--- src/verilog/twi_regs.vh ---
// Register offsets, field positions and reset values of the two-wire block
`ifndef TWI_REGS_VH
`define TWI_REGS_VH

// Register offsets on the special function register bus
`define TWI_DATA_ADDR 8'h9A
`define TWI_OWN_ADDR_ADDR 8'h9B
`define TWI_CONTROL_ADDR 8'hE8

// Reset values
`define TWI_DATA_RST 8'h00
`define TWI_OWN_ADDR_RST 8'h55
`define TWI_CONTROL_RST 8'h00

// Control register field positions
`define TWI_MDO_BIT 7
`define TWI_MDE_BIT 6
`define TWI_MCO_BIT 5
`define TWI_MDI_BIT 4
`define TWI_MSEL_BIT 3
`define TWI_SRST_BIT 2
`define TWI_DIR_BIT 1
`define TWI_DONE_BIT 0

// Bit count of one byte on the bus
`define TWI_BYTE_BITS 4'h8

`endif

--- src/verilog/twi_top.v ---
// Two-wire interface: software-driven master, hardware slave, shared pins
//
// Overview of operation
// - Two-wire and SPI logic share the two pins; only one drives them.
// - Two-wire owns the pins when the SPI enable bit is clear.
// - Control bit 3 set selects software master, clear selects hardware slave.
// - Master mode drives data-out bit 7 onto data pin while drive enable set.
// - Master mode bit 6 makes data pin output when set, input when clear.
// - Master mode drives clock-out bit 5 onto the clock pin.
// - Master mode with drive enable clear latches data pin into bit 4 on clock.
// - In slave mode, control bit 2 set holds slave logic in reset.
// - Slave sets direction bit 1 while transmitting, clears it while receiving.
// - Slave sets flag bit 0 after each byte transmitted or received.
// - A data register access clears the byte-done flag unless a new byte-done event lands in the same cycle.
// - Data writes supply next transmit byte; reads return oldest unread received byte.
// - Seven-bit own address lives in a writable register resetting to 55H.
`timescale 1ns/10ps
`include "twi_regs.vh"
module twi_top #(
    parameter BUF_DEPTH = 2,
    parameter BUF_AW = 1
) (
    input wire SYS_CLK, // Core clock, 250 MHz
    input wire RSTN, // Synchronous reset, active low
    input wire CE, // Clock enable, freezes all state while low
    input wire [7:0] SFR_ADDR, // Register address
    input wire SFR_WR, // Register write strobe
    input wire SFR_RD, // Register read strobe
    input wire [7:0] SFR_WDATA, // Write data
    output reg [7:0] SFR_RDATA, // Read data, valid cycle after strobe
    input wire SERIAL_PERIPHERAL_ENABLE, // SPI enable bit from SPI control
    input wire SPI_DATA_OUT, // SPI block data pin drive value
    input wire SPI_DATA_OE, // SPI block data pin enable
    input wire SPI_CLOCK_OUT, // SPI block clock pin drive value
    input wire SPI_CLOCK_OE, // SPI block clock pin enable
    input wire SERIAL_DATA_PIN_IN, // Data pin level
    output reg SERIAL_DATA_PIN_OUT, // Data pin drive value
    output reg SERIAL_DATA_PIN_OE, // Data pin driven when high
    input wire SERIAL_CLOCK_PIN_IN, // Clock pin level
    output reg SERIAL_CLOCK_PIN_OUT, // Clock pin drive value
    output reg SERIAL_CLOCK_PIN_OE, // Clock pin driven when high
    output reg BYTE_DONE_IRQ // Byte-done flag towards the interrupt system
);
    // Slave states
    localparam [2:0] ST_IDLE = 3'h0, ST_ADDR = 3'h1, ST_ACK = 3'h2, ST_RX = 3'h3;
    localparam [2:0] ST_TX = 3'h4, ST_TXACK = 3'h5, ST_HOLD = 3'h6;

    // Software-visible state and the shift register
    reg mdo_reg, mde_reg, mco_reg, mdi_reg, msel_reg, srst_reg, dir_reg, done_reg;
    reg [7:0] own_addr_reg, rx_data_reg, tx_data_reg, sh_reg;

    // Slave engine state
    reg [2:0] state_reg;
    reg [3:0] cnt_reg;
    reg sda_low_reg, scl_low_reg, scl_d_reg, sda_d_reg;

    wire [1:0] pins_sync;
    wire scl_s, sda_s, scl_rise, scl_fall, start_det, stop_det, twi_on, slave_run, tx_byte_done;
    wire acc_data, wr_ctrl, buf_in_valid, buf_in_ready, buf_out_valid, buf_out_ready;
    wire [7:0] buf_out_data;
    reg buf_push;

    // Pin levels come from outside the clock domain
    twi_sync #(
        .WIDTH(2),
        .INIT(2'h3)
    ) u_sync (
        .clk(SYS_CLK),
        .rst_n(RSTN),
        .ce(CE),
        .d_in({SERIAL_CLOCK_PIN_IN, SERIAL_DATA_PIN_IN}),
        .q_out(pins_sync)
    );
    assign scl_s = pins_sync[1];
    assign sda_s = pins_sync[0];

    // Bus events seen on the filtered levels
    assign scl_rise = scl_s & ~scl_d_reg;
    assign scl_fall = ~scl_s & scl_d_reg;
    assign start_det = scl_s & scl_d_reg & ~sda_s & sda_d_reg;
    assign stop_det = scl_s & scl_d_reg & sda_s & ~sda_d_reg;

    assign twi_on = ~SERIAL_PERIPHERAL_ENABLE;
    // Slave logic runs only when selected, in slave mode, and not held in reset
    assign slave_run = twi_on & ~msel_reg & ~srst_reg;
    assign acc_data = (SFR_WR | SFR_RD) & (SFR_ADDR == `TWI_DATA_ADDR);
    assign wr_ctrl = SFR_WR & (SFR_ADDR == `TWI_CONTROL_ADDR);

    // Received bytes queue here so a slow reader stalls the bus, not loses data
    assign buf_in_valid = buf_push;
    assign buf_out_ready = ~done_reg;
    twi_buf #(
        .WIDTH(8),
        .DEPTH(BUF_DEPTH),
        .AW(BUF_AW)
    ) u_buf (
        .clk(SYS_CLK),
        .rst_n(RSTN),
        .ce(CE),
        .clr(~slave_run),
        .in_valid(buf_in_valid),
        .in_ready(buf_in_ready),
        .in_data(sh_reg),
        .out_valid(buf_out_valid),
        .out_ready(buf_out_ready),
        .out_data(buf_out_data)
    );

    // A transmitted byte completes when the master clocks its acknowledge bit
    assign tx_byte_done = slave_run & (state_reg == ST_TXACK) & scl_rise;

    // Push decision: at end of a received byte, or when a stretched hold finds room
    always @* begin
        buf_push = 1'b0;
        if (slave_run && buf_in_ready) begin
            if (state_reg == ST_RX && scl_fall && cnt_reg == `TWI_BYTE_BITS) begin
                buf_push = 1'b1;
            end else if (state_reg == ST_HOLD) begin
                buf_push = 1'b1;
            end
        end
    end

    // Edge history of the filtered pin levels
    always @(posedge SYS_CLK) begin
        if (!RSTN) begin
            scl_d_reg <= 1'b1;
            sda_d_reg <= 1'b1;
        end else if (CE) begin
            scl_d_reg <= scl_s;
            sda_d_reg <= sda_s;
        end
    end

    // Software registers: control, own address, transmit byte
    always @(posedge SYS_CLK) begin
        if (!RSTN) begin
            mdo_reg <= 1'b0;
            mde_reg <= 1'b0;
            mco_reg <= 1'b0;
            msel_reg <= 1'b0;
            srst_reg <= 1'b0;
            own_addr_reg <= `TWI_OWN_ADDR_RST;
            tx_data_reg <= `TWI_DATA_RST;
        end else if (CE) begin
            if (wr_ctrl) begin
                mdo_reg <= SFR_WDATA[`TWI_MDO_BIT];
                mde_reg <= SFR_WDATA[`TWI_MDE_BIT];
                mco_reg <= SFR_WDATA[`TWI_MCO_BIT];
                msel_reg <= SFR_WDATA[`TWI_MSEL_BIT];
                srst_reg <= SFR_WDATA[`TWI_SRST_BIT];
            end
            if (SFR_WR && SFR_ADDR == `TWI_OWN_ADDR_ADDR) begin
                own_addr_reg <= SFR_WDATA;
            end
            if (SFR_WR && SFR_ADDR == `TWI_DATA_ADDR) begin
                tx_data_reg <= SFR_WDATA;
            end
        end
    end

    // Master data-in sampled on each clock rising edge while the pin is an input
    always @(posedge SYS_CLK) begin
        if (!RSTN) begin
            mdi_reg <= 1'b0;
        end else if (CE) begin
            if (twi_on && msel_reg && !mde_reg && scl_rise) begin
                mdi_reg <= sda_s;
            end
        end
    end

    // Byte-done flag and received byte; a new event beats a same-cycle clear
    always @(posedge SYS_CLK) begin
        if (!RSTN) begin
            done_reg <= 1'b0;
            rx_data_reg <= `TWI_DATA_RST;
        end else if (CE) begin
            if (buf_out_valid && buf_out_ready) begin
                rx_data_reg <= buf_out_data;
                done_reg <= 1'b1;
            end else if (tx_byte_done) begin
                done_reg <= 1'b1;
            end else if (acc_data) begin
                done_reg <= 1'b0;
            end else if (wr_ctrl && !SFR_WDATA[`TWI_DONE_BIT]) begin
                done_reg <= 1'b0;
            end
        end
    end

    // Slave engine; the master outside makes every start, clock and stop
    always @(posedge SYS_CLK) begin
        if (!RSTN) begin
            state_reg <= ST_IDLE;
            cnt_reg <= 4'h0;
            sh_reg <= 8'h00;
            sda_low_reg <= 1'b0;
            scl_low_reg <= 1'b0;
            dir_reg <= 1'b0;
        end else if (CE) begin
            if (!slave_run) begin
                state_reg <= ST_IDLE;
                sda_low_reg <= 1'b0;
                scl_low_reg <= 1'b0;
                dir_reg <= 1'b0;
            end else if (start_det) begin
                state_reg <= ST_ADDR;
                cnt_reg <= 4'h0;
                sda_low_reg <= 1'b0;
                scl_low_reg <= 1'b0;
                dir_reg <= 1'b0;
            end else if (stop_det) begin
                state_reg <= ST_IDLE;
                sda_low_reg <= 1'b0;
                scl_low_reg <= 1'b0;
                dir_reg <= 1'b0;
            end else begin
                case (state_reg)
                    ST_ADDR, ST_RX: begin
                        if (scl_rise && cnt_reg != `TWI_BYTE_BITS) begin
                            sh_reg <= {sh_reg[6:0], sda_s};
                            cnt_reg <= cnt_reg + 4'h1;
                        end else if (scl_fall && cnt_reg == `TWI_BYTE_BITS) begin
                            if (state_reg == ST_ADDR) begin
                                if (sh_reg[7:1] == own_addr_reg[6:0]) begin
                                    sda_low_reg <= 1'b1;
                                    dir_reg <= sh_reg[0];
                                    state_reg <= ST_ACK;
                                end else begin
                                    state_reg <= ST_IDLE;
                                end
                            end else if (buf_in_ready) begin
                                sda_low_reg <= 1'b1;
                                state_reg <= ST_ACK;
                            end else begin
                                // No room: stretch the clock until the reader catches up
                                scl_low_reg <= 1'b1;
                                state_reg <= ST_HOLD;
                            end
                        end
                    end
                    ST_HOLD: begin
                        // Acknowledge first; the clock is let go a cycle later so data is set up
                        if (buf_in_ready) begin
                            sda_low_reg <= 1'b1;
                            state_reg <= ST_ACK;
                        end
                    end
                    ST_ACK: begin
                        scl_low_reg <= 1'b0;
                        if (scl_fall) begin
                            cnt_reg <= 4'h0;
                            if (dir_reg) begin
                                // First bit goes out on the fall that ends the acknowledge
                                sh_reg <= {tx_data_reg[6:0], 1'b0};
                                sda_low_reg <= ~tx_data_reg[7];
                                state_reg <= ST_TX;
                            end else begin
                                sda_low_reg <= 1'b0;
                                state_reg <= ST_RX;
                            end
                        end
                    end
                    ST_TX: begin
                        if (scl_rise) begin
                            cnt_reg <= cnt_reg + 4'h1;
                        end else if (scl_fall) begin
                            if (cnt_reg == `TWI_BYTE_BITS) begin
                                sda_low_reg <= 1'b0;
                                state_reg <= ST_TXACK;
                            end else begin
                                sda_low_reg <= ~sh_reg[7];
                                sh_reg <= {sh_reg[6:0], 1'b0};
                            end
                        end
                    end
                    ST_TXACK: begin
                        if (scl_rise) begin
                            // Master acknowledge asks for another byte, a refusal ends it
                            state_reg <= sda_s ? ST_IDLE : ST_ACK;
                        end
                    end
                    default: begin
                        sda_low_reg <= 1'b0;
                        scl_low_reg <= 1'b0;
                    end
                endcase
            end
        end
    end

    // Pin drivers: SPI, software master, or open-drain slave, one at a time
    always @(posedge SYS_CLK) begin
        if (!RSTN) begin
            SERIAL_DATA_PIN_OUT <= 1'b0;
            SERIAL_DATA_PIN_OE <= 1'b0;
            SERIAL_CLOCK_PIN_OUT <= 1'b0;
            SERIAL_CLOCK_PIN_OE <= 1'b0;
            BYTE_DONE_IRQ <= 1'b0;
        end else if (CE) begin
            BYTE_DONE_IRQ <= done_reg;
            if (!twi_on) begin
                SERIAL_DATA_PIN_OUT <= SPI_DATA_OUT;
                SERIAL_DATA_PIN_OE <= SPI_DATA_OE;
                SERIAL_CLOCK_PIN_OUT <= SPI_CLOCK_OUT;
                SERIAL_CLOCK_PIN_OE <= SPI_CLOCK_OE;
            end else if (msel_reg) begin
                SERIAL_DATA_PIN_OUT <= mdo_reg;
                SERIAL_DATA_PIN_OE <= mde_reg;
                SERIAL_CLOCK_PIN_OUT <= mco_reg;
                SERIAL_CLOCK_PIN_OE <= 1'b1;
            end else begin
                SERIAL_DATA_PIN_OUT <= 1'b0;
                SERIAL_DATA_PIN_OE <= sda_low_reg;
                SERIAL_CLOCK_PIN_OUT <= 1'b0;
                SERIAL_CLOCK_PIN_OE <= scl_low_reg;
            end
        end
    end

    // Read data registered one cycle after the strobe; unmapped reads give zero
    always @(posedge SYS_CLK) begin
        if (!RSTN) begin
            SFR_RDATA <= 8'h00;
        end else if (CE) begin
            if (SFR_RD) begin
                case (SFR_ADDR)
                    `TWI_DATA_ADDR: SFR_RDATA <= rx_data_reg;
                    `TWI_OWN_ADDR_ADDR: SFR_RDATA <= own_addr_reg;
                    `TWI_CONTROL_ADDR: SFR_RDATA <= {mdo_reg, mde_reg, mco_reg, mdi_reg,
                        msel_reg, srst_reg, dir_reg, done_reg};
                    default: SFR_RDATA <= 8'h00;
                endcase
            end
        end
    end
endmodule // twi_top

--- src/verilog/twi_sync.v ---
// Three-stage synchroniser with agreement filter, one instance per bit
`timescale 1ns/10ps
module twi_sync #(
    parameter WIDTH = 2,
    parameter [WIDTH-1:0] INIT = {WIDTH{1'b1}}
) (
    input wire clk, // System clock
    input wire rst_n, // Synchronous reset, active low
    input wire ce, // Clock enable
    input wire [WIDTH-1:0] d_in, // Asynchronous inputs
    output wire [WIDTH-1:0] q_out // Filtered levels
);
    genvar i;
    generate
        for (i = 0; i < WIDTH; i = i + 1) begin : g_bit
            reg s1_reg;
            reg s2_reg;
            reg s3_reg;
            reg lvl_reg;
            // The first stage feeds only the second; the level moves once stages two and three agree
            always @(posedge clk) begin
                if (!rst_n) begin
                    s1_reg <= INIT[i];
                    s2_reg <= INIT[i];
                    s3_reg <= INIT[i];
                    lvl_reg <= INIT[i];
                end else if (ce) begin
                    s1_reg <= d_in[i];
                    s2_reg <= s1_reg;
                    s3_reg <= s2_reg;
                    if (s2_reg == s3_reg) begin
                        lvl_reg <= s3_reg;
                    end
                end
            end
            assign q_out[i] = lvl_reg;
        end
    endgenerate
endmodule // twi_sync

--- src/verilog/twi_buf.v ---
// Two-entry buffer with valid and ready on both sides
`timescale 1ns/10ps
module twi_buf #(
    parameter WIDTH = 8,
    parameter DEPTH = 2,
    parameter AW = 1
) (
    input wire clk, // System clock
    input wire rst_n, // Synchronous reset, active low
    input wire ce, // Clock enable
    input wire clr, // Flush all entries
    input wire in_valid, // Write side offers a word
    output wire in_ready, // Buffer has room
    input wire [WIDTH-1:0] in_data, // Word written
    output wire out_valid, // Buffer holds a word
    input wire out_ready, // Read side takes the word
    output wire [WIDTH-1:0] out_data // Oldest word
);
    reg [WIDTH-1:0] mem_reg [0:DEPTH-1];
    reg [AW-1:0] wr_ptr_reg;
    reg [AW-1:0] rd_ptr_reg;
    reg [AW:0] count_reg;
    wire push;
    wire pop;

    // Full and empty come from the count so both sides see honest flow control
    assign in_ready = (count_reg != DEPTH[AW:0]);
    assign out_valid = (count_reg != {(AW+1){1'b0}});
    assign out_data = mem_reg[rd_ptr_reg];
    assign push = in_valid & in_ready;
    assign pop = out_valid & out_ready;

    // Storage is written only at the write pointer, no reset needed
    always @(posedge clk) begin
        if (ce && push) begin
            mem_reg[wr_ptr_reg] <= in_data;
        end
    end

    // Pointers wrap at the depth; depth is a power of two
    always @(posedge clk) begin
        if (!rst_n || (ce && clr)) begin
            wr_ptr_reg <= {AW{1'b0}};
            rd_ptr_reg <= {AW{1'b0}};
            count_reg <= {(AW+1){1'b0}};
        end else if (ce) begin
            if (push) begin
                wr_ptr_reg <= wr_ptr_reg + 1'b1;
            end
            if (pop) begin
                rd_ptr_reg <= rd_ptr_reg + 1'b1;
            end
            if (push && !pop) begin
                count_reg <= count_reg + 1'b1;
            end else if (pop && !push) begin
                count_reg <= count_reg - 1'b1;
            end
        end
    end
endmodule // twi_buf

--- config.mk ---
export PLATFORM = sky130hd
export DESIGN_NAME = twi_top
export DESIGN_NICKNAME = d
export VERILOG_FILES = /design/src/verilog/twi_top.v /design/src/verilog/twi_sync.v /design/src/verilog/twi_buf.v
export VERILOG_INCLUDE_DIRS = /design/src /design/src/verilog
export SDC_FILE = /design/constraint.sdc
export NUM_CORES = 1
export LEC_CHECK = 0
export BUFFER_PORTS_ARGS = -buffer_cell sky130_fd_sc_hd__buf_2
export CORE_ASPECT_RATIO = 1.2
export CORE_MARGIN = 2
export CORE_UTILIZATION = 59
export DETAILED_ROUTE_END_ITERATION = 12
export GPL_TIMING_DRIVEN = 0
export HOLD_SLACK_MARGIN = 0.12
export PLACE_DENSITY = 0.79
export SYNTH_ARGS = -nofsm -noshare
export SYNTH_HDL_FRONTEND = slang
export SYNTH_SLANG_ARGS = --single-unit
export TNS_END_PERCENT = 30
--- constraint.sdc ---
create_clock -name SYS_CLK -period 2.65 [get_ports SYS_CLK]
set_input_delay 0.265 -clock SYS_CLK [delete_from_list [all_inputs] [get_ports SYS_CLK]]
set_output_delay 0.265 -clock SYS_CLK [all_outputs]
set_load 0.01 [all_outputs]
==> impl_metrics.prom, run 1 <==
# TYPE chip_impl_metric gauge
chip_impl_metric{name="power_density",unit="nW/um^2"} 517.5
chip_impl_metric{name="post_drt_via_cell_ratio",unit=""} 6.124
chip_impl_metric{name="final.setup_skew",unit="ns"} 0.01080
chip_impl_metric{name="cts.sinks",unit=""} 92
chip_impl_metric{name="drt_iter0_markers",unit=""} 223
chip_impl_info{name="rr_startpoint",value="cnt_reg[0]"} 1
chip_impl_info{name="result_of_the_run",value="finished, final reports clean"} 1
chip_impl_info{name="critical_path.endpoint_type",value="flip-flop"} 1
chip_impl_metric{name="r2r.worst_path.cells",unit=""} 10
chip_impl_metric{name="worstPathMaxFanout",unit=""} 5
chip_impl_metric{name="sw_frac_of_total",unit="%"} 25.84
chip_impl_info{name="hold_class",value="primary input to flip-flop"} 1
chip_impl_metric{name="power.leakage",unit="nW"} 1.845
chip_impl_metric{name="timing.critical_path.slowest_cell_delay",unit="ns"} 0.36
chip_impl_metric{name="grt_antenna_before_repair",unit=""} 0
chip_impl_metric{name="period_minus_slack",unit="ns"} 2.346
chip_impl_info{name="rsz0062_at_grt",value="false"} 1
chip_impl_metric{name="report.final.hold_viol_count",unit=""} 0
chip_impl_metric{name="net-switching-power",unit="uW"} 671.1
chip_impl_metric{name="hold_path_depth",unit=""} 3
chip_impl_metric{name="numCtsBuffers",unit=""} 9
chip_impl_metric{name="grt_usage",unit="%"} 27.73
chip_impl_info{name="cp_slowest_cell",value="sky130_fd_sc_hd__dfxtp_1"} 1
chip_impl_metric{name="maxCapViolCount",unit=""} 0
chip_impl_metric{name="worst-endpoint-arrival",unit="ns"} 2.62
chip_impl_metric{name="core_area",unit="um^2"} 7317
chip_impl_metric{name="area_delta_synth_final",unit="%"} 11.98
chip_impl_metric{name="power.share.clock",unit="%"} 35.7
chip_impl_metric{name="tightestPinTransition",unit="ns"} 0.9071
chip_impl_metric{name="via_count",unit=""} 3840
chip_impl_info{name="synth_top_flop_cell",value="sky130_fd_sc_hd__dfxtp_1"} 1
chip_impl_info{name="crit_type",value="flip-flop to flip-flop"} 1
chip_impl_info{name="critical_path.startpoint_type",value="flip-flop"} 1
chip_impl_metric{name="ff2ff_setup_slack",unit="ns"} 0.30
chip_impl_metric{name="nFillCells",unit=""} 594
chip_impl_metric{name="grt_pass1_wl",unit="um"} 18060
chip_impl_metric{name="share_seq_of_total_power",unit="%"} 55.5
chip_impl_metric{name="clk-insertion-delay-late",unit="ns"} 0.37
chip_impl_metric{name="multiInputGateArea",unit="um^2"} 2311
chip_impl_metric{name="wirelength",unit="um"} 11380
chip_impl_metric{name="clock_tree.buffer_depth",unit=""} 2
chip_impl_metric{name="initial_utilization",unit="%"} 61.25
chip_impl_metric{name="seqCellArea",unit="um^2"} 2002
chip_impl_metric{name="num_antenna_cells",unit=""} 0
chip_impl_metric{name="synthCells",unit=""} 479
chip_impl_metric{name="syn-mean-instance-area",unit="um^2"} 9.357
chip_impl_metric{name="postPlaceCellArea",unit="um^2"} 4785
chip_impl_metric{name="setup_total_negative_slack",unit="ns"} 0
chip_impl_info{name="clock_tree.root_cell",value="sky130_fd_sc_hd__clkbuf_8"} 1
chip_impl_metric{name="gpl_congestion",unit=""} 0.9258
chip_impl_metric{name="max_clock_freq",unit="GHz"} 0.4263
chip_impl_metric{name="place.port_buffers",unit=""} 38
chip_impl_metric{name="globalRouteOverflowTotal",unit=""} 0
chip_impl_metric{name="slew_headroom",unit="%"} 39.20
chip_impl_metric{name="final_min_period_over_clock_period",unit="%"} 88.52
chip_impl_metric{name="synth.distinct_cells",unit=""} 66
chip_impl_metric{name="postRouteAntennaNets",unit=""} 0
chip_impl_metric{name="max-vdd-ir-drop",unit="mV"} 0.4172
chip_impl_info{name="crit_path_cell_trace",value="inv_1 > ha_1 > nand3b_1 > o31ai_2 > nand3_1 > nor2_1 > ha_1 > nor3_1 > nor2_1 > a311oi_1"} 1
chip_impl_metric{name="design.die.area",unit="um^2"} 8312
chip_impl_metric{name="synthesis.area",unit="um^2"} 4482
chip_impl_info{name="cp-startpoint",value="cnt_reg[0]"} 1
chip_impl_metric{name="required",unit="ns"} 2.92
chip_impl_metric{name="detailedRoute.firstPassIterationCount",unit=""} 4
chip_impl_metric{name="finalNetCount",unit=""} 563
chip_impl_metric{name="path_clk_slew",unit="ns"} 0.10
chip_impl_metric{name="pwr-share-comb",unit="%"} 8.8
chip_impl_metric{name="number_of_pins_exceeding_their_max_slew_limit_in_the_final_report",unit=""} 0
chip_impl_metric{name="hpwlAfterDp",unit="um"} 8291
chip_impl_info{name="clock_tree_from_tritoncts",value="built"} 1
chip_impl_info{name="hold-path-endpoint",value="own_addr_reg[2]"} 1
chip_impl_metric{name="postSynthRegisterBits",unit=""} 92
chip_impl_metric{name="asr_flop_ratio_synth",unit="%"} 0
chip_impl_metric{name="height_of_the_die",unit="um"} 99.48
chip_impl_metric{name="post_route_cells_drive_above_1_share",unit="%"} 16.01
chip_impl_metric{name="postLayoutCellArea",unit="um^2"} 5019
chip_impl_metric{name="io_pins",unit=""} 41
chip_impl_metric{name="synth_sequential_area_ratio",unit="%"} 44.67
chip_impl_metric{name="ctsHtreeMaxLevel",unit=""} 3
chip_impl_metric{name="wl_per_cell",unit="um"} 18.15
chip_impl_metric{name="yosysWarningCount",unit=""} 0
chip_impl_metric{name="grt_start_max_net_pins",unit=""} 16
chip_impl_metric{name="final-setup-viol-count",unit=""} 0
chip_impl_metric{name="cellInternalPower",unit="mW"} 1.926
chip_impl_metric{name="grt_pass1_vias",unit=""} 3743
chip_impl_metric{name="synth_enable_flop_cells",unit=""} 16
chip_impl_metric{name="route.detailed.drc",unit=""} 0
chip_impl_info{name="rr_endpoint",value="u_buf.count_reg[1]"} 1
chip_impl_info{name="worstHoldStart",value="SFR_WDATA[2]"} 1
chip_impl_metric{name="synth_fp_nets",unit=""} 510
chip_impl_metric{name="horizontal_die_dimension",unit="um"} 83.56
chip_impl_metric{name="placementRows",unit=""} 34
chip_impl_metric{name="largest_register_ff_count",unit=""} 16
-- worst max-delay path, delay by kind of cell, from the launching register on --
kind	cells	cell delay [ns]
compound gates	2	0.61
simple gates	5	0.80
flops	1	0.36
buf+inv	1	0.07
fa+ha+maj	2	0.42
-- through the flow --
stage / utilization [%] / worst slack [ns] / hold slack [ns] / power (mW) / instances
6_report: 68.59 / 0.3043 / 0.1497 / 2.597 / 627
5_1_grt: 68.59 / 0.1210 / 0.1727 / 2.668 / 627
4_1_cts: 68.31 / 0.1542 / 0.1509 / 2.590 / 625
3_5_place_dp: 65.39 / -0.2064 / 0.4637 / 1.696 / 607
3_3_place_gp: 65.39 / -0.1162 / 0.4331 / 1.690 / 607
2_1_floorplan: - / 0.4461 / 0.3934 / 1.618 / 479
-- what timing repair did --
action / in CTS / in global routing
buffers inserted: 0 / 2
setup endpoints to repair: 8 / 9
resized for setup: 1 / 1
hold buffers: 2 / 0
endpoints found under the hold margin: 2 / 0
-- synth_stat cells (3+ instances only) --
| library cell | count | area (um^2) |
|---|---|---|
| sky130_fd_sc_hd__o21ai_0 | 18 | 90.09 |
| sky130_fd_sc_hd__nor2b_1 | 4 | 25.02 |
| sky130_fd_sc_hd__nand2b_1 | 9 | 56.30 |
| sky130_fd_sc_hd__o211ai_1 | 3 | 22.52 |
| sky130_fd_sc_hd__buf_1 | 4 | 15.01 |
| sky130_fd_sc_hd__a21boi_0 | 3 | 22.52 |
| sky130_fd_sc_hd__nand2_1 | 37 | 138.9 |
| sky130_fd_sc_hd__dfxtp_1 | 76 | 1521 |
| sky130_fd_sc_hd__o22ai_1 | 5 | 31.28 |
| sky130_fd_sc_hd__mux2i_1 | 58 | 580.6 |
| sky130_fd_sc_hd__inv_1 | 6 | 22.52 |
| sky130_fd_sc_hd__a211oi_2 | 3 | 37.54 |
| sky130_fd_sc_hd__a21oi_1 | 23 | 115.1 |
| sky130_fd_sc_hd__clkbuf_1 | 16 | 60.06 |
| sky130_fd_sc_hd__and2_1 | 4 | 25.02 |
| sky130_fd_sc_hd__nor2_1 | 66 | 247.7 |
| sky130_fd_sc_hd__xnor2_1 | 8 | 70.07 |
| sky130_fd_sc_hd__nand4_1 | 3 | 18.77 |
| sky130_fd_sc_hd__nor3_1 | 5 | 25.02 |
| sky130_fd_sc_hd__a211oi_1 | 24 | 180.2 |
| sky130_fd_sc_hd__nand3_1 | 14 | 70.07 |
| sky130_fd_sc_hd__o31ai_1 | 4 | 30.03 |
| sky130_fd_sc_hd__buf_2 | 11 | 55.05 |
| sky130_fd_sc_hd__edfxtp_1 | 16 | 480.5 |
| sky130_fd_sc_hd__ha_1 | 3 | 37.54 |
| sky130_fd_sc_hd__nor2_2 | 3 | 18.77 |
-- placed cells by master (no fill, tap or decap), types with 4 or more instances in the layout --
master,instances
sky130_fd_sc_hd__buf_1,4
sky130_fd_sc_hd__edfxtp_1,16
sky130_fd_sc_hd__xnor2_1,8
sky130_fd_sc_hd__clkbuf_1,17
sky130_fd_sc_hd__o21ai_0,18
sky130_fd_sc_hd__dfxtp_1,76
sky130_fd_sc_hd__inv_1,6
sky130_fd_sc_hd__nor2b_1,4
sky130_fd_sc_hd__nand2b_1,9
sky130_fd_sc_hd__nand3_1,14
sky130_fd_sc_hd__buf_2,49
sky130_fd_sc_hd__nand2_1,37
sky130_fd_sc_hd__clkbuf_8,9
sky130_fd_sc_hd__a211oi_1,24
sky130_fd_sc_hd__nor3_1,4
sky130_fd_sc_hd__nor2_1,66
sky130_fd_sc_hd__mux2i_1,58
sky130_fd_sc_hd__o22ai_1,5
sky130_fd_sc_hd__and2_1,4
sky130_fd_sc_hd__a21oi_1,23
-- how the worst max path moves through the flow --
stage	endpoint	cells past startpoint	slack (ns)
floorplan	u_buf.mem_reg[0][0]	6	0.45
global placement	u_buf.mem_reg[0][2]	6	-0.12
detailed placement	u_buf.mem_reg[0][2]	6	-0.21
CTS	u_buf.count_reg[1]	10	0.15
global route	u_buf.count_reg[1]	10	0.12
finish	u_buf.count_reg[1]	10	0.30
-- power by group through the flow --
stage / registers, mW / clock network, mW / logic [mW]
global placement: 1.47 / 0 / 0.217
finish: 1.44 / 0.926 / 0.229
floorplan: 1.48 / 0 / 0.141
detailed placement: 1.47 / 0 / 0.222
global route: 1.44 / 0.976 / 0.248
CTS: 1.44 / 0.923 / 0.225
-- metal layers --
metal  share of wire [%]  track usage, %
met5                   0               0
met4                 3.6           15.76
met3                 3.3           3.237
met2                  52           48.62
met1                  41           32.96
-- cells by family after synthesis --
kind of cell	after synthesis	share of synthesized area [%]
compound gates	105	16.58
xor+xnor	10	1.954
fa+ha+maj	3	0.8376
buf+inv	40	3.992
flops	92	44.67
mux	59	13.20
simple gates	170	18.76
-- area by class of cell --
cell class                 instances  area share, %
clock inverter                     4         0.6233
buffer                            33          3.042
multi-input combinational        347          46.05
timing repair buffer              42          4.488
sequential                        92          39.89
clock buffer                      12          3.141
tap                               90          2.244
inverter                           7         0.5236
(Power assumes the default switching activity.)
==> run 2, diff against run 1 <==
--- a/config.mk
+++ b/config.mk
@@ -8,10 +8,9 @@
 export LEC_CHECK = 0
 export BUFFER_PORTS_ARGS = -buffer_cell sky130_fd_sc_hd__buf_2
 export CORE_ASPECT_RATIO = 1.2
-export CORE_MARGIN = 2
+export CORE_MARGIN = 1.5
 export CORE_UTILIZATION = 59
 export DETAILED_ROUTE_END_ITERATION = 12
-export GPL_TIMING_DRIVEN = 0
 export HOLD_SLACK_MARGIN = 0.12
 export PLACE_DENSITY = 0.79
 export SYNTH_ARGS = -nofsm -noshare
==> impl_metrics.prom, run 2 (synthesis gave the netlist of run 1 again) <==
# TYPE chip_impl_metric gauge
chip_impl_info{name="result_of_the_run",value="finished, final reports clean"} 1
chip_impl_metric{name="power.leakage",unit="nW"} 1.847
chip_impl_metric{name="horizontal_die_dimension",unit="um"} 82.56
chip_impl_metric{name="worst-endpoint-arrival",unit="ns"} 2.55
chip_impl_metric{name="postRouteAntennaNets",unit=""} 0
chip_impl_info{name="crit_path_frequent_cell",value="sky130_fd_sc_hd__nor2_1"} 1
chip_impl_metric{name="required",unit="ns"} 2.92
chip_impl_metric{name="number_of_pins_exceeding_their_max_slew_limit_in_the_final_report",unit=""} 0
chip_impl_metric{name="route.detailed.drc",unit=""} 0
chip_impl_metric{name="whs",unit="ns"} 0.1357
chip_impl_info{name="cp_slowest_cell",value="sky130_fd_sc_hd__dfxtp_1"} 1
chip_impl_metric{name="cts.sinks",unit=""} 92
chip_impl_metric{name="max-vdd-ir-drop",unit="mV"} 0.4908
chip_impl_metric{name="period_minus_slack",unit="ns"} 2.278
chip_impl_info{name="clock_tree.root_cell",value="sky130_fd_sc_hd__clkbuf_8"} 1
chip_impl_metric{name="detailedRoute.firstPassIterationCount",unit=""} 5
chip_impl_metric{name="slew_headroom",unit="%"} 54.89
chip_impl_metric{name="nFillCells",unit=""} 580
chip_impl_info{name="layout_commonest_cell",value="sky130_fd_sc_hd__dfxtp_1"} 1
chip_impl_info{name="hold_class",value="primary input to flip-flop"} 1
chip_impl_metric{name="design.die.area",unit="um^2"} 8130
chip_impl_metric{name="cts.repair.resized",unit=""} 0
chip_impl_info{name="mostFrequentLayoutCells",value="sky130_fd_sc_hd__dfxtp_1, sky130_fd_sc_hd__nor2_1, sky130_fd_sc_hd__mux2i_1"} 1
chip_impl_metric{name="worst_setup_slack_final",unit="ns"} 0.3717
chip_impl_metric{name="worstPathMaxFanout",unit=""} 18
chip_impl_info{name="worst_path_dominant_cell_family",value="simple AND/OR/NAND/NOR gates"} 1
chip_impl_metric{name="final.setup_skew",unit="ns"} 0.01383
chip_impl_metric{name="place.port_buffers",unit=""} 40
chip_impl_metric{name="globalRouteOverflowTotal",unit=""} 0
chip_impl_metric{name="area_delta_synth_final",unit="%"} 11.22
chip_impl_metric{name="postLayoutCoreUtil",unit="%"} 68.13
chip_impl_metric{name="pwr-share-comb",unit="%"} 7.8
chip_impl_metric{name="sw_frac_of_total",unit="%"} 23.82
chip_impl_metric{name="grt_antenna_before_repair",unit=""} 0
chip_impl_metric{name="gpl_congestion",unit=""} 0.9110
chip_impl_metric{name="path_clk_slew",unit="ns"} 0.09
chip_impl_metric{name="cp.buffers_inverters",unit=""} 0
chip_impl_info{name="critical_path.startpoint_type",value="flip-flop"} 1
chip_impl_metric{name="grt_start_max_net_pins",unit=""} 28
chip_impl_info{name="clock_tree_from_tritoncts",value="built"} 1
chip_impl_metric{name="multiInputGateArea",unit="um^2"} 2301
chip_impl_metric{name="initial_utilization",unit="%"} 61.25
chip_impl_metric{name="num_antenna_cells",unit=""} 0
chip_impl_metric{name="core_area",unit="um^2"} 7317
chip_impl_metric{name="grt_pass1_vias",unit=""} 3549
chip_impl_metric{name="post_drt_via_cell_ratio",unit=""} 6.069
chip_impl_metric{name="clock_tree.buffer_depth",unit=""} 2
chip_impl_metric{name="grt_usage",unit="%"} 27.98
chip_impl_metric{name="via_count",unit=""} 3690
chip_impl_metric{name="power.share.clock",unit="%"} 38.5
chip_impl_info{name="rsz0062_at_grt",value="false"} 1
chip_impl_info{name="crit_path_cell_trace",value="nand2b_1 > o31ai_1 > nand3_1 > nor2_1 > ha_1 > nor3_1 > nor2_1 > a311oi_1"} 1
chip_impl_metric{name="max_clock_freq",unit="GHz"} 0.4389
chip_impl_info{name="crit_type",value="flip-flop to flip-flop"} 1
chip_impl_metric{name="share_seq_of_total_power",unit="%"} 53.7
chip_impl_metric{name="wirelength",unit="um"} 10630
chip_impl_metric{name="pre_cts_ws",unit="ns"} 0.4578
chip_impl_metric{name="setup_total_negative_slack",unit="ns"} 0
chip_impl_info{name="critical_path.endpoint_type",value="flip-flop"} 1
chip_impl_metric{name="timing.critical_path.slowest_cell_delay",unit="ns"} 0.49
chip_impl_metric{name="tightestPinTransition",unit="ns"} 0.6724
chip_impl_metric{name="clk-insertion-delay-late",unit="ns"} 0.37
chip_impl_metric{name="largest_register_ff_count",unit=""} 16
chip_impl_metric{name="net-switching-power",unit="uW"} 642.0
chip_impl_metric{name="io_pins",unit=""} 41
chip_impl_metric{name="hpwlAfterDp",unit="um"} 7678
chip_impl_metric{name="ctsHtreeMaxLevel",unit=""} 3
chip_impl_metric{name="finalNetCount",unit=""} 545
chip_impl_metric{name="placementRows",unit=""} 34
chip_impl_metric{name="numCtsBuffers",unit=""} 9
chip_impl_metric{name="post_route_cells_drive_above_1_share",unit="%"} 16.80
chip_impl_metric{name="cellInternalPower",unit="mW"} 2.054
chip_impl_metric{name="seqCellArea",unit="um^2"} 2002
chip_impl_metric{name="final-setup-viol-count",unit=""} 0
chip_impl_metric{name="height_of_the_die",unit="um"} 98.48
chip_impl_metric{name="report.final.hold_viol_count",unit=""} 0
chip_impl_metric{name="power_density",unit="nW/um^2"} 540.8
chip_impl_metric{name="totalPowerFinal",unit="mW"} 2.696
chip_impl_metric{name="grt_pass1_wl",unit="um"} 17150
chip_impl_metric{name="wl_per_cell",unit="um"} 17.48
chip_impl_metric{name="final_min_period_over_clock_period",unit="%"} 85.97
chip_impl_metric{name="maxCapViolCount",unit=""} 0
chip_impl_metric{name="drt_iter0_markers",unit=""} 251
==> run 2: timing repair <==
action,4_1_cts,5_1_grt
hold buffers,1,0
buffers inserted,0,0
endpoints found under the hold margin,1,0
==> run 2: final cells by class <==
type | instances | area share, %
sequential | 92 | 40.16
inverter | 7 | 0.5271
tap | 90 | 2.259
clock buffer | 10 | 2.585
timing repair buffer | 57 | 6.627
clock inverter | 5 | 1.682
multi-input combinational | 347 | 46.16
==> run 2: final timing paths <==
kind	from	depth (start not counted)	slack, ns	endpoint
max	state_reg[2]	8	0.37	u_buf.count_reg[1]
min	SERIAL_DATA_PIN_IN	3	0.14	u_sync.g_bit[0].s1_reg
max reg2reg	state_reg[2]	8	0.37	u_buf.count_reg[1]
min reg2reg	cnt_reg[3]	1	0.48	cnt_reg[3]
==> run 2: routing by layer <==
| metal | vias to the layer above | global-route usage (%) | wire, um |
|---|---|---|---|
| met4 | 0 | 10.13 | 229 |
| met5 | - | 0 | 0 |
| met1 | 1791 | 33.51 | 4457 |
| met2 | 78 | 48.72 | 5585 |
| met3 | 22 | 5.463 | 358 |
| li1 | 1799 | - | - |
==> run 2: power by group through the flow <==
stage | clock network, mW | logic [mW] | registers (mW)
after floorplan | 0 | 0.141 | 1.48
after CTS | 1.05 | 0.209 | 1.45
final | 1.04 | 0.210 | 1.45
after detailed placement | 0 | 0.206 | 1.48
after global routing | 1.11 | 0.229 | 1.45
after global placement | 0 | 0.203 | 1.48
==> run 2: stage by stage <==
stage,instances,area [um^2]
after floorplan,479,4482
after global placement,592,4762
after detailed placement,592,4762
after CTS,608,4985
after global routing,608,4985
final,608,4985
==> run 2: worst reg2reg max path, cell delays in order, from the launching register on <==
cell	delay, ns
sky130_fd_sc_hd__dfxtp_1	0.49
sky130_fd_sc_hd__nand2b_1	0.26
sky130_fd_sc_hd__o31ai_1	0.34
sky130_fd_sc_hd__nand3_1	0.18
sky130_fd_sc_hd__nor2_1	0.14
sky130_fd_sc_hd__ha_1	0.28
sky130_fd_sc_hd__nor3_1	0.20
sky130_fd_sc_hd__nor2_1	0.06
sky130_fd_sc_hd__a311oi_1	0.23
